===== config.mk =====
export PLATFORM = sky130hd
export DESIGN_NAME = trigger_state_sequencer
export DESIGN_NICKNAME = d
export VERILOG_FILES = /design/src/trig_seq_pkg.sv /design/src/trigger_state_sequencer.sv
export SDC_FILE = /design/constraint.sdc
export NUM_CORES = 1
export LEC_CHECK = 0
export ABC_AREA = 1
export BUFFER_PORTS_ARGS = -buffer_cell sky130_fd_sc_hd__clkbuf_2
export CORE_AREA = 10 10 603 605
export DETAILED_ROUTE_END_ITERATION = 7
export DIE_AREA = 0 0 613 615
export PLACE_DENSITY_LB_ADDON = 0.15
export SLEW_MARGIN = 15
export SYNTH_ARGS = -nofsm -noshare
export SYNTH_HDL_FRONTEND = slang
export SYNTH_SLANG_ARGS = --single-unit

===== constraint.sdc =====
create_clock -name CLK -period 3.65 [get_ports CLK]
set_input_delay 0.365 -clock CLK [delete_from_list [all_inputs] [get_ports CLK]]
set_output_delay 0.365 -clock CLK [all_outputs]
set_load 0.01 [all_outputs]

===== src/trig_seq_pkg.sv =====
// Constants, types and program layout for the trigger state sequencer
package trig_seq_pkg;

	// ****************************************************************
	// Sizes
	// ****************************************************************
	localparam int NUM_STATES    = 16;
	localparam int STATE_W       = 4;
	localparam int NUM_CNT       = 4;
	localparam int CNT_SEL_W     = 2;
	localparam int CNT_W         = 16;
	localparam int NUM_FLAGS     = 4;
	localparam int NUM_PROBES    = 2;
	localparam int PROBE_W       = 8;
	localparam int CMP_PER_PROBE = 2;
	localparam int NUM_CMP       = NUM_PROBES * CMP_PER_PROBE;

	// ****************************************************************
	// Reset and arming values
	// ****************************************************************
	localparam logic [STATE_W-1:0]   FIRST_STATE = 4'h0;
	localparam logic [CNT_W-1:0]     CNT_ZERO    = 16'h0000;
	localparam logic [CNT_W-1:0]     CNT_ONE     = 16'h0001;
	localparam logic [NUM_FLAGS-1:0] FLAGS_IDLE  = 4'h0;
	localparam logic [PROBE_W-1:0]   PROBE_IDLE  = 8'h00;
	localparam int                   EDGE_BIT    = 0;

	// ****************************************************************
	// Probe comparator relations
	// ****************************************************************
	typedef enum logic [3:0] {
		CMP_EQ     = 4'h0,
		CMP_NE     = 4'h1,
		CMP_GT     = 4'h2,
		CMP_LT     = 4'h3,
		CMP_GE     = 4'h4,
		CMP_LE     = 4'h5,
		CMP_RISE   = 4'h6,
		CMP_FALL   = 4'h7,
		CMP_EITHER = 4'h8,
		CMP_STEADY = 4'h9
	} cmp_op_t;

	typedef enum logic [1:0] {
		BR_ONE   = 2'h0,
		BR_TWO   = 2'h1,
		BR_THREE = 2'h2
	} branch_t;

	typedef enum logic [1:0] {
		SEQ_RUN  = 2'b01,
		SEQ_HALT = 2'b10
	} seq_t;

	// ****************************************************************
	// Program records
	// ****************************************************************
	typedef struct packed {
		cmp_op_t            op;
		logic [PROBE_W-1:0] value;
		logic [PROBE_W-1:0] care;
	} probe_cmp_t;

	typedef struct packed {
		logic             ne;
		logic [CNT_W-1:0] value;
	} cnt_cmp_t;

	typedef struct packed {
		logic [NUM_CMP-1:0]   probe_sel;
		logic                 probe_or;
		logic                 cnt_en;
		logic [CNT_SEL_W-1:0] cnt_sel;
		logic                 cnt_or;
	} cond_t;

	typedef struct packed {
		logic [NUM_CNT-1:0]   cnt_clr;
		logic [NUM_CNT-1:0]   cnt_inc;
		logic [NUM_FLAGS-1:0] flag_set;
		logic [NUM_FLAGS-1:0] flag_clr;
		logic                 trigger;
		logic [STATE_W-1:0]   target;
	} action_t;

	typedef struct packed {
		branch_t kind;
		cond_t   cond_first;
		cond_t   cond_second;
		action_t act_first;
		action_t act_second;
		action_t act_default;
	} state_prog_t;

endpackage


===== src/trigger_state_sequencer.sv =====
// Trigger state sequencer of the logic analyzer core
//
// Overview of operation
// Program holds up to 16 states, each a label with actions and branch.
// A state branches one way unconditionally, or two or three ways.
// Two-way: condition true takes first target, else alternative target.
// Three-way: first condition wins, then second, else default target.
// Goto moves to its target; each action block ends in goto or trigger.
// Four counters, each 16 bits, cleared, incremented and compared.
// A clear action sets the chosen counter to zero.
// An increment action adds one to the chosen counter.
// Four status flags, each set or cleared on its own by actions.
// The four flags are visible outside to watch program progress.
// Probe conditions only in branches; each uses its own comparator.
// Each probe has a build-time comparator count between 1 and 16.
// Probe comparators test ==, !=, >, <, >=, <= against a constant.
// Constants match probe width; each bit may be 0, 1 or don't-care.
// Single-bit probes also detect rise, fall, either edge or no edge.
// One comparator per counter, so each counter is tested once.
// Counter comparators test only equal and not equal, 16-bit constant.
// Probe terms in one condition all joined by AND or all by OR.
// Probe result joins one counter test by AND or OR independently.
// Starts in first state after reset or arming; steps once per cycle.
// Trigger pulses output one cycle, then sequencer holds until armed.
module trigger_state_sequencer (
	// Clock and reset
	input  wire logic                          CLK,
	input  wire logic                          RESET_N,
	// Arming
	input  wire logic                          ARM,
	// Probed user signals
	input  wire logic [trig_seq_pkg::NUM_PROBES-1:0]
	                  [trig_seq_pkg::PROBE_W-1:0] PROBE,
	// Program
	input  trig_seq_pkg::state_prog_t [trig_seq_pkg::NUM_STATES-1:0] PROGRAM,
	input  trig_seq_pkg::probe_cmp_t  [trig_seq_pkg::NUM_CMP-1:0]    PROBE_CMP,
	input  trig_seq_pkg::cnt_cmp_t    [trig_seq_pkg::NUM_CNT-1:0]    CNT_CMP,
	// Trigger and status
	output logic                               TRIGGER,
	output logic                               HALTED,
	output logic [trig_seq_pkg::STATE_W-1:0]   STATE_INDEX,
	output logic                               STATUS_MARK_A,
	output logic                               STATUS_MARK_B,
	output logic                               STATUS_MARK_C,
	output logic                               STATUS_MARK_D,
	output logic [trig_seq_pkg::CNT_W-1:0]     EVENT_COUNT_A,
	output logic [trig_seq_pkg::CNT_W-1:0]     EVENT_COUNT_B,
	output logic [trig_seq_pkg::CNT_W-1:0]     EVENT_COUNT_C,
	output logic [trig_seq_pkg::CNT_W-1:0]     EVENT_COUNT_D
);

	// ****************************************************************
	// Declarations
	// ****************************************************************
	trig_seq_pkg::seq_t                      seq_ff;
	trig_seq_pkg::seq_t                      nxt_seq;
	logic [trig_seq_pkg::STATE_W-1:0]        state_ff;
	logic [trig_seq_pkg::NUM_CNT-1:0]
	      [trig_seq_pkg::CNT_W-1:0]          count_ff;
	logic [trig_seq_pkg::NUM_FLAGS-1:0]      flag_ff;
	logic                                    trigger_ff;
	logic [trig_seq_pkg::NUM_PROBES-1:0]
	      [trig_seq_pkg::PROBE_W-1:0]        prev_ff;
	logic                                    prev_valid_ff;
	logic [trig_seq_pkg::NUM_CMP-1:0]        probe_hit;
	logic [trig_seq_pkg::NUM_CNT-1:0]        cnt_hit;
	trig_seq_pkg::state_prog_t               cur;
	logic                                    first_true;
	logic                                    second_true;
	trig_seq_pkg::action_t                   act;
	logic                                    step;
	logic                                    fire;
	logic                                    advance;
	logic                                    halted_ff;

	// ****************************************************************
	// Probe comparators
	// ****************************************************************
	// Relations are unsigned on the masked values
	// one comparator per probe condition
	// fixed comparator count per probe port
	for (genvar i = 0; i < trig_seq_pkg::NUM_CMP; i++)
	begin : g_probe_cmp
		localparam int PORT = i / trig_seq_pkg::CMP_PER_PROBE;
		logic [trig_seq_pkg::PROBE_W-1:0] mask;
		logic [trig_seq_pkg::PROBE_W-1:0] seen;
		logic [trig_seq_pkg::PROBE_W-1:0] want;
		logic                             now_bit;
		logic                             old_bit;

		assign mask    = PROBE_CMP[i].care;
		assign seen    = PROBE[PORT] & mask;
		assign want    = PROBE_CMP[i].value & mask;
		// Edge tests look only at the edge bit of the port
		assign now_bit = PROBE[PORT][trig_seq_pkg::EDGE_BIT];
		assign old_bit = prev_ff[PORT][trig_seq_pkg::EDGE_BIT];

		always_comb
		begin
			// six relations, don't-care bits masked
			// care mask gives per-bit don't-care
			// edge tests on the single probe bit
			case (PROBE_CMP[i].op)
				trig_seq_pkg::CMP_EQ:     probe_hit[i] = (seen == want);
				trig_seq_pkg::CMP_NE:     probe_hit[i] = (seen != want);
				trig_seq_pkg::CMP_GT:     probe_hit[i] = (seen > want);
				trig_seq_pkg::CMP_LT:     probe_hit[i] = (seen < want);
				trig_seq_pkg::CMP_GE:     probe_hit[i] = (seen >= want);
				trig_seq_pkg::CMP_LE:     probe_hit[i] = (seen <= want);
				trig_seq_pkg::CMP_RISE:
					probe_hit[i] = prev_valid_ff & ~old_bit & now_bit;
				trig_seq_pkg::CMP_FALL:
					probe_hit[i] = prev_valid_ff & old_bit & ~now_bit;
				trig_seq_pkg::CMP_EITHER:
					probe_hit[i] = prev_valid_ff & (old_bit ^ now_bit);
				trig_seq_pkg::CMP_STEADY:
					probe_hit[i] = prev_valid_ff & (old_bit == now_bit);
				default:                  probe_hit[i] = 1'b0;
			endcase
		end
	end

	// Previous sample for transition detection
	// No edge is reported until a first sample exists
	always_ff @(posedge CLK)
	begin
		if (!RESET_N)
		begin
			prev_ff       <= '{default: trig_seq_pkg::PROBE_IDLE};
			prev_valid_ff <= 1'b0;
		end
		else
		begin
			prev_ff       <= PROBE;
			prev_valid_ff <= 1'b1;
		end
	end

	// ****************************************************************
	// Counter comparators
	// ****************************************************************
	// Inverting on ne gives both relations from one equality
	for (genvar c = 0; c < trig_seq_pkg::NUM_CNT; c++)
	begin : g_cnt_cmp
		// single comparator per counter
		// equal or not equal only
		assign cnt_hit[c] = CNT_CMP[c].ne ^
		                    (count_ff[c] == CNT_CMP[c].value);
	end

	// ****************************************************************
	// Condition evaluation
	// ****************************************************************
	function automatic logic eval_cond(
		input trig_seq_pkg::cond_t              cnd,
		input logic [trig_seq_pkg::NUM_CMP-1:0] hits,
		input logic [trig_seq_pkg::NUM_CNT-1:0] chits
	);
		logic any_probe;
		logic probe_res;
		logic cnt_res;
		any_probe = |cnd.probe_sel;
		// one common operator among probe terms
		probe_res = cnd.probe_or ? |(cnd.probe_sel & hits)
		                         : &(~cnd.probe_sel | hits);
		cnt_res   = chits[cnd.cnt_sel];
		// probe result joined with counter test
		if (any_probe && cnd.cnt_en)
			eval_cond = cnd.cnt_or ? (probe_res | cnt_res)
			                       : (probe_res & cnt_res);
		else if (any_probe)
			eval_cond = probe_res;
		else if (cnd.cnt_en)
			eval_cond = cnt_res;
		// Empty condition never holds
		else
			eval_cond = 1'b0;
	endfunction

	// ****************************************************************
	// Current program entry
	// ****************************************************************
	// Program is read live; an edit acts on the next step
	// program of up to sixteen states
	assign cur         = PROGRAM[state_ff];
	assign first_true  = eval_cond(cur.cond_first, probe_hit, cnt_hit);
	assign second_true = eval_cond(cur.cond_second, probe_hit, cnt_hit);

	// ****************************************************************
	// Branch selection
	// ****************************************************************
	always_comb
	begin
		// one, two or three way branching
		case (cur.kind)
			trig_seq_pkg::BR_ONE:
				act = cur.act_first;
			// first target or alternative
			trig_seq_pkg::BR_TWO:
				act = first_true ? cur.act_first : cur.act_default;
			// priority first, then second, else default
			trig_seq_pkg::BR_THREE:
				if (first_true)
					act = cur.act_first;
				else if (second_true)
					act = cur.act_second;
				else
					act = cur.act_default;
			// Unused kind code falls back to the default block
			default:
				act = cur.act_default;
		endcase
	end

	// Arming overrides the program for the whole cycle
	// one step per sample while running
	assign step = (seq_ff == trig_seq_pkg::SEQ_RUN) && !ARM;
	// Triggering block ends the run; its target is ignored
	assign fire    = step && act.trigger;
	assign advance = step && !act.trigger;

	// ****************************************************************
	// Sequencer run control
	// ****************************************************************
	always_comb
	begin
		nxt_seq = seq_ff;
		case (seq_ff)
			trig_seq_pkg::SEQ_RUN:
				// stop after trigger
				if (fire)
					nxt_seq = trig_seq_pkg::SEQ_HALT;
			trig_seq_pkg::SEQ_HALT:
				if (ARM)
					nxt_seq = trig_seq_pkg::SEQ_RUN;
			// Illegal run code recovers to running
			default:
				nxt_seq = trig_seq_pkg::SEQ_RUN;
		endcase
	end

	always_ff @(posedge CLK)
	begin
		if (!RESET_N)
			seq_ff <= trig_seq_pkg::SEQ_RUN;
		else
			seq_ff <= nxt_seq;
	end

	// ****************************************************************
	// Halt indication
	// ****************************************************************
	// Own flop so the output needs no decode of the run state
	always_ff @(posedge CLK)
	begin
		if (!RESET_N)
			halted_ff <= 1'b0;
		// held from trigger until re-armed
		else
			halted_ff <= (nxt_seq == trig_seq_pkg::SEQ_HALT);
	end

	// ****************************************************************
	// Current state
	// ****************************************************************
	always_ff @(posedge CLK)
	begin
		// restart at first state
		if (!RESET_N || ARM)
			state_ff <= trig_seq_pkg::FIRST_STATE;
		// goto moves to target unless block triggers
		else if (advance)
			state_ff <= act.target;
	end

	// ****************************************************************
	// Trigger output
	// ****************************************************************
	always_ff @(posedge CLK)
	begin
		if (!RESET_N)
			trigger_ff <= 1'b0;
		// one-cycle trigger pulse
		// Halt blocks a second pulse on the next cycle
		else
			trigger_ff <= fire;
	end

	// ****************************************************************
	// Event counters
	// ****************************************************************
	// Counters wrap silently; no overflow is flagged
	// four 16-bit counters, wrapping
	for (genvar c = 0; c < trig_seq_pkg::NUM_CNT; c++)
	begin : g_counter
		always_ff @(posedge CLK)
		begin
			if (!RESET_N || ARM)
				count_ff[c] <= trig_seq_pkg::CNT_ZERO;
			// clear to zero, wins over increment
			else if (step && act.cnt_clr[c])
				count_ff[c] <= trig_seq_pkg::CNT_ZERO;
			// add one
			else if (step && act.cnt_inc[c])
				count_ff[c] <= count_ff[c] + trig_seq_pkg::CNT_ONE;
		end
	end

	// ****************************************************************
	// Status flags
	// ****************************************************************
	// Clear acts only where no set is requested
	// individual set and clear, set wins
	for (genvar f = 0; f < trig_seq_pkg::NUM_FLAGS; f++)
	begin : g_flag
		always_ff @(posedge CLK)
		begin
			if (!RESET_N || ARM)
				flag_ff[f] <= trig_seq_pkg::FLAGS_IDLE[f];
			else if (step && act.flag_set[f])
				flag_ff[f] <= 1'b1;
			else if (step && act.flag_clr[f])
				flag_ff[f] <= 1'b0;
		end
	end

	// ****************************************************************
	// Outputs
	// ****************************************************************
	// Every output is a flop, no logic after it
	assign TRIGGER       = trigger_ff;
	assign HALTED        = halted_ff;
	assign STATE_INDEX   = state_ff;
	// flags visible outside
	assign STATUS_MARK_A = flag_ff[0];
	assign STATUS_MARK_B = flag_ff[1];
	assign STATUS_MARK_C = flag_ff[2];
	assign STATUS_MARK_D = flag_ff[3];
	assign EVENT_COUNT_A = count_ff[0];
	assign EVENT_COUNT_B = count_ff[1];
	assign EVENT_COUNT_C = count_ff[2];
	assign EVENT_COUNT_D = count_ff[3];

endmodule // trigger_state_sequencer


==> results of run 1 <==
-- cell type report --
type,instances,share of cell area
Inverter,288,0.0278
Tap cell,4620,0.141
Clock buffer,9,0.00549
Antenna cell,26,0.00159
Timing Repair inverter,2,0.000427
Clock inverter,7,0.00192
Sequential cell,79,0.0390
Timing Repair Buffer,2110,0.343
Multi-Input combinational cell,3357,0.440
-- cells by family (layout without fill, tap and decap cells) --
group                    after synthesis  count (layout)  synth area share
AND/OR/NAND/NOR                     2229            2236             0.427
AO/OA/AOI/OAI                       1006            1006             0.295
buffers and inverters                598            2416             0.150
flip-flops                            79              79            0.0739
XOR/XNOR                              77              77            0.0315
adder cells (fa/ha/maj)               38              38            0.0222
other                                  0              26                 0
-- sequential cells by signal (all words and copies together) (netlist names), 2 cells and up --
| name | cells |
|---|---|
| EVENT_COUNT_A | 16 |
| g_probe_cmp.old_bit | 2 |
| EVENT_COUNT_D | 16 |
| EVENT_COUNT_C | 16 |
| EVENT_COUNT_B | 16 |
| STATE_INDEX | 4 |
| seq_ff | 2 |
-- layout by cell type, fill, tap and decap left out, types with 12 or more instances in the layout --
cell and count:
a21oi_1 461, a21oi_2 20, a221oi_1 143, a221oi_2 30, a311o_1 30, buf_12 113
buf_16 18, buf_4 374, buf_6 23, clkbuf_2 1568, dfxtp_1 73, diode_2 26
ha_1 38, inv_1 253, inv_2 20, nand2_1 1299, nand2_2 65, nand2_4 16
nand2_8 16, nand3_1 319, nand3_2 56, nand4_1 21, nor2_1 342, nor2_2 14
nor2_4 12, nor3_1 33, nor4_1 14, o211ai_1 40, o21ai_0 118, o21ai_1 51
o21ai_2 13, o221ai_1 17, o31ai_2 13, or3_1 12, xor2_1 71
-- worst register-to-register path, delay by kind of cell, from the launching register on --
| family | cells | cell delay, ns |
|---|---|---|
| buffers and inverters | 11 | 2.05 |
| AOI/OAI and AO/OA | 5 | 1.00 |
| DFF | 1 | 0.50 |
| and+or+nand+nor | 1 | 0.09 |
-- what timing repair did --
action / in CTS / in global routing
pin swaps: 102 / 33
hold buffers: 0 / 0
gates cloned: 26 / 2
gates resized for setup: 299 / 69
setup endpoints to repair: 76 / 76
endpoints found under the hold margin: 0 / 0
setup buffers: 53 / 2
-- metal layers --
layer / wire length (um) / vias up / track usage
met3: 15100 / 242 / 0.0253
li1: - / 17400 / -
met1: 111000 / 17900 / 0.161
met5: 234 / - / 0
met4: 5010 / 34 / 0.0217
met2: 158000 / 1473 / 0.288
-- where the power goes --
part | internal, mW | switching (mW) | leakage [nW]
Sequential | 0.967 | 0.211 | 0.642
Combinational | 17.5 | 26.9 | 18.7
Clock | 0.540 | 0.523 | 0.145
Total | 19.0 | 27.7 | 19.5
-- worst max-delay path by stage --
stage                         from                end  slack (ns)  depth (start not counted)
floorplan            PROBE_CMP[67]   EVENT_COUNT_C[1]        0.81                         25
global placement    STATE_INDEX[0]             HALTED       -1.19                         18
detailed placement  STATE_INDEX[0]  EVENT_COUNT_D[12]       -0.84                         16
CTS                 STATE_INDEX[0]   EVENT_COUNT_D[9]       -0.15                         25
global route        STATE_INDEX[0]  EVENT_COUNT_C[14]       -0.26                         28
finish              STATE_INDEX[0]   EVENT_COUNT_D[8]       -0.07                         17
-- stage by stage --
step | cells | hold slack (ns) | power [mW] | area [um2] | setup TNS [ns]
2_1_floorplan | 4027 | 0.393 | 17.3 | 21400 | 0
3_3_place_gp | 10400 | 0.469 | 39.5 | 37900 | -62.37
3_5_place_dp | 10400 | 0.482 | 39.3 | 37900 | -54.52
4_1_cts | 10500 | 0.273 | 48.2 | 40600 | -7.62
5_1_grt | 10500 | 0.314 | 50.8 | 41000 | -15.60
6_report | 10500 | 0.328 | 46.7 | 41000 | -1.16
==> metrics, run 1 <==
run status finished, violations left; violated checks negative setup slack; count leader, synth nand2_1; layout overhead on the synthesized area 91.6%; synthesis warning total 0; die width 613 um; remaining routing DRC violations 0; Worst Setup Start Kind flip-flop; first-pass detailed-route iteration total 7; number of buffers added by the clock tree synthesis step 9; later-pin clock latency in the skew report 0.41 ns; RR Startpoint STATE_INDEX[0]; number of violations of the max-capacitance limit 0; via count of the first global-routing pass a little under 40k; leakage component of the power a little under 20 nW; Hold Fails Final Rpt 0; clock sink count 79; slew margin rel. 0.391; Worst R2R Setup Slack -0.07 ns; global-route wire length before repair between 300,000 and 400,000 um; FF/Latch Area 1600 um2; number of synthesized flops with an enable pin 0; final slew viol count 0; worst-path cell chain buf_16 -> buf_4 -> buf_12 -> buf_12 -> buf_16 -> a21oi_1 -> a221oi_2 -> buf_4 -> o31ai_1 -> buf_4 -> inv_4 -> o21ai_0 -> buf_4 -> inv_2 -> buf_12 -> nand3_1 -> a21oi_1; Port Buf Inserts 1,568; Synth Flop Type dfxtp_1; CTS tree done; crit path time final ~3.7 ns; vias per std cell 3.53; startpoint of the lowest-slack hold path PROBE[0]; post-synthesis instance total between 4k and 5k; wirelength, routed ~290,000 um; Routed WL per cell around 28 um; number of cells on the worst hold path 4; overall die height around 620 um; maximum vdd ir drop around 0.00064 V; hold path endpoint g_probe_cmp[0].old_bit; synthesized flop and latch total 79; Commonest cells post-synth 1,370 x nand2_1, 471 x a21oi_1, 383 x nand3_1; Worst path slowest cell dfxtp_4; Final setup violation count 43; netlist area before placement 21,400 um2; async set-or-reset flop fraction in the synthesized netlist 0; endpoint of the worst-slack reg-to-reg timing path EVENT_COUNT_D[8]; fillcell total ~42k; die area roughly 380,000 um2; WP data required roughly 4.0 ns; maximum fanout along the worst path 41; post-CTS clock slew at the launch and capture registers of the worst setup and hold paths about 0.090 ns; fin nets 7,380; Crit Path Category reg2reg; capturing element type of the critical path flip-flop; count of H-tree levels built during CTS 3; initial antenna violation count between 90 and 100; remaining antenna violation count after routing 0; worst-case setup margin in the final layout -0.0686 ns; Global Route Usage Sum 0.145; fraction of the yosys area taken by sequential cells 0.0739; root buffer selected by CTS clkbuf_16; Fin Clk Skew 0.0229 ns; library cell with the largest summed area after synthesis nand2_1; top-level I/O count ~1.6k; remaining global-route overflow 0; DRC marker count from the first detailed-route iteration between 2k and 3k; share of the clock period used by the worst path after layout 1.02; largest buffer count on any clock path 2; most frequent cell on the critical path buf_4; most area-consuming cells after synthesis nand2_1 24%, a21oi_1 11%, nand3_1 9.0%, dfxtp_1 7.4%, a221oi_1 7.3%; last weighted congestion value of the routability-driven placer about 0.88; highest clock rate about 270 MHz; worst slack at placement -0.838 ns; Initial Util 0.0609; area of combinational cells with multiple inputs 18,000 um2; Reg2Reg Depth 17; power per standard cell area 1140 nW/um2; slowest stage delay, CP 0.50 ns; core outline area ~350,000 um2; std cell rows ~220; Buffers & Inverters on Critical Path 11; fraction of final layout cells with drive strength greater than 1 0.416; worst hold path class in2reg; kind of cell adding the most delay to the critical path buffers and inverters; average cell area after synthesis 5.32 um2; total nets after synthesis ~5.6k; Via Count about 37k; Worst Max-Slew Pin Slew around 0.9 ns; number of distinct standard cells referenced by the synthesized netlist 53; fin util 0.117; pin count of the biggest net entering global routing 87; half-perimeter wire length after detailed placement between 200,000 and 250,000 um; RSZ-0062 raised after global routing yes; area share of the leading cell type in the synthesized netlist 0.240; critical path arrival between 4 and 5 ns
Note: power is estimated with default switching activity, not from simulation.
==> run 2: changes to the inputs <==
BUFFER_PORTS_ARGS = -buffer_cell sky130_fd_sc_hd__buf_2   (was -buffer_cell sky130_fd_sc_hd__clkbuf_2)
==> metrics, run 2 (synthesized netlist as in run 1, its figures left out) <==
worst hold slack across all endpoints 0.294 ns (-0.0341 ns); Worst Setup Start Kind flip-flop; initial antenna violation count 178 (+85%); power per standard cell area 1100 nW/um2 (-3.0%); fraction of final layout cells with drive strength greater than 1 0.422 (+0.00543); crit path time final 3.67 ns (-0.0446 ns); leakage component of the power 19.4 nW (-0.67%); die width 613 um (unchanged); remaining routing DRC violations 0 (unchanged); Worst Max-Slew Pin Slew 0.857 ns (-0.0505 ns); reported net switching power 27.0 mW (-2.4%); most frequent cell on the critical path nand2_4; remaining antenna violation count after routing 0 (unchanged); post-CTS clock slew at the launch and capture registers of the worst setup and hold paths 0.08 ns (about the same); die area 377,000 um2 (unchanged); via count of the first global-routing pass 38.2k (-2.4%); run status finished, violations left; layout overhead on the synthesized area 93.0%; global-route layer with the greatest usage met2; met3 Track Usage GR 0.0255 (+0.000119); fin nets 7,390 (+0.14%); Via Count 37.3k (+0.67%); CTS tree done; Global Route Usage Sum 0.139 (-0.00575); highest clock rate 272 MHz (+1.2%); Fin Clk Skew 0.0242 ns (+0.00127 ns); Crit Path Category reg2reg; share of the clock period used by the worst path after layout 1.01 (-0.0122); CTS Hold Bufs 0 (unchanged); later-pin clock latency in the skew report 0.42 ns (about the same); final slew viol count 0 (unchanged); sequential share of power 0.026 (about the same); crit path capture EVENT_COUNT_A[7]; overall die height 615 um (unchanged); area of combinational cells with multiple inputs 18,100 um2 (+0.29%); leading cell type in the layout, fill and taps excluded buf_2; Port Buf Inserts 1,568 (unchanged); std cell rows 218 (unchanged); Routed WL per cell 26.7 um (-2.7%); slew margin rel. 0.429 (+0.0373); RSZ-0062 raised after global routing yes; clock share of power 0.022 (about the same); first-pass detailed-route iteration total 6 (-1); maximum fanout along the worst path 8 (-80%); global-route wire length before repair 361,000 um (-4.0%); critical path arrival 4.01 ns (-0.04 ns); worst-case setup margin in the final layout -0.0241 ns (+0.0446 ns); global routing usage on met2 0.275 (-0.0129); fin util 0.118 (+0.000861); vias per std cell 3.54 (+0.33%); count of H-tree levels built during CTS 3 (unchanged); Final setup violation count 10 (-77%); global routing usage on met1 0.155 (-0.00676); internal power contribution 18.6 mW (-2.1%); Worst path slowest cell o211ai_1; worst hold path class in2reg; number of violations of the max-capacitance limit 0 (unchanged); maximum vdd ir drop 0.000697 V (+9.1%); Worst R2R Setup Slack -0.02 ns (+0.04 ns); endpoint of the worst-slack reg-to-reg timing path EVENT_COUNT_A[7]; pin count of the biggest net entering global routing 94 (+8.0%); largest buffer count on any clock path 2 (unchanged); Sw Share 0.593 (about the same); commonest cells after routing, fill and taps aside 1,568 x buf_2, 1,305 x nand2_1, 453 x a21oi_1, 369 x buf_4, 330 x nor2_1; wirelength, routed 282,000 um (-2.4%); slowest stage delay, CP 0.53 ns (+0.03 ns); capturing element type of the critical path flip-flop; launch point of the worst path STATE_INDEX[0]; last weighted congestion value of the routability-driven placer 0.884 (+0.87%); FF/Latch Area 1600 um2 (-0.16%); violated checks negative setup slack; Reg2Reg Depth 25 (+8); RR Startpoint STATE_INDEX[0]; top-level I/O count 1,569 (unchanged); remaining global-route overflow 0 (unchanged); root buffer selected by CTS clkbuf_16; fillcell total 41.6k (-0.20%); core outline area 351,000 um2 (unchanged); Initial Util 0.0609 (unchanged); WP data required 3.99 ns (about the same); half-perimeter wire length after detailed placement 244,000 um (-0.14%); clock sink count 79 (unchanged); combinational power share 0.952 (about the same); Hold Fails Final Rpt 0 (unchanged); number of buffers added by the clock tree synthesis step 9 (unchanged); DRC marker count from the first detailed-route iteration 2,411 (-8.5%)
## run 2: critical path, delay by kind of cell, from the launching register on
kind,cells,cell delay [ns]
AND/OR/NAND/NOR,15,1.30
buffers and inverters,9,1.26
AO/OA/AOI/OAI,1,0.53
flip-flops,1,0.42
## run 2: area by class of cell
| cell class | count | share of cell area |
|---|---|---|
| antenna | 52 | 0.00315 |
| clock buffer | 10 | 0.00579 |
| clock inverter | 6 | 0.00121 |
| inverter | 288 | 0.0277 |
| multi-input combinational | 3354 | 0.438 |
| sequential | 79 | 0.0386 |
| tap | 4620 | 0.140 |
| timing repair buffer | 2124 | 0.345 |
| timing repair inverter | 1 | 0.000212 |
## run 2: power by group through the flow
stage	registers (mW)	logic, mW	clock network, mW
after floorplan	1.08	16.2	0
after global placement	1.23	39.2	0
after detailed placement	1.23	39.0	0
after CTS	1.22	41.6	1.07
after global routing	1.23	47.3	1.09
final	1.20	43.4	0.997
## run 2: stage by stage
stage / TNS (ns) / cell area [um2] / worst slack (ns) / power, mW / std cells
after global placement: -68.63 / 38200 / -1.10 / 40.4 / 10400
after CTS: -3.20 / 39600 / -0.0996 / 43.9 / 10500
after global routing: -6.87 / 41300 / -0.171 / 49.6 / 10500
after detailed placement: -67.35 / 38200 / -0.970 / 40.2 / 10400
final: -0.101 / 41300 / -0.0241 / 45.6 / 10500
after floorplan: 0 / 21400 / 0.813 / 17.3 / 4027
## run 2: how the worst min path moves through the flow
stage                             start  cells past startpoint  slack [ns]                endpoint
final                          PROBE[0]                      4        0.29  g_probe_cmp[0].old_bit
after global routing           PROBE[0]                      4        0.30  g_probe_cmp[0].old_bit
after CTS                      PROBE[0]                      4        0.25  g_probe_cmp[0].old_bit
after detailed placement  STATUS_MARK_C                      2        0.46           STATUS_MARK_C
after global placement    STATUS_MARK_B                      2        0.46           STATUS_MARK_B
after floorplan                 RESET_N                      0        0.39           prev_valid_ff
## run 2: routing by layer
layer,share of wire,up-vias
met5,0.0021,-
met4,0.017,92
met3,0.053,348
met2,0.54,1490
met1,0.38,17900
li1,-,17500
## run 2: timing repair
item | CTS | global route
resized for setup | 126 | 295
gates cloned | 8 | 13
pin swaps | 12 | 133
buffers inserted | 30 | 17
setup endpoints to repair | 76 | 75
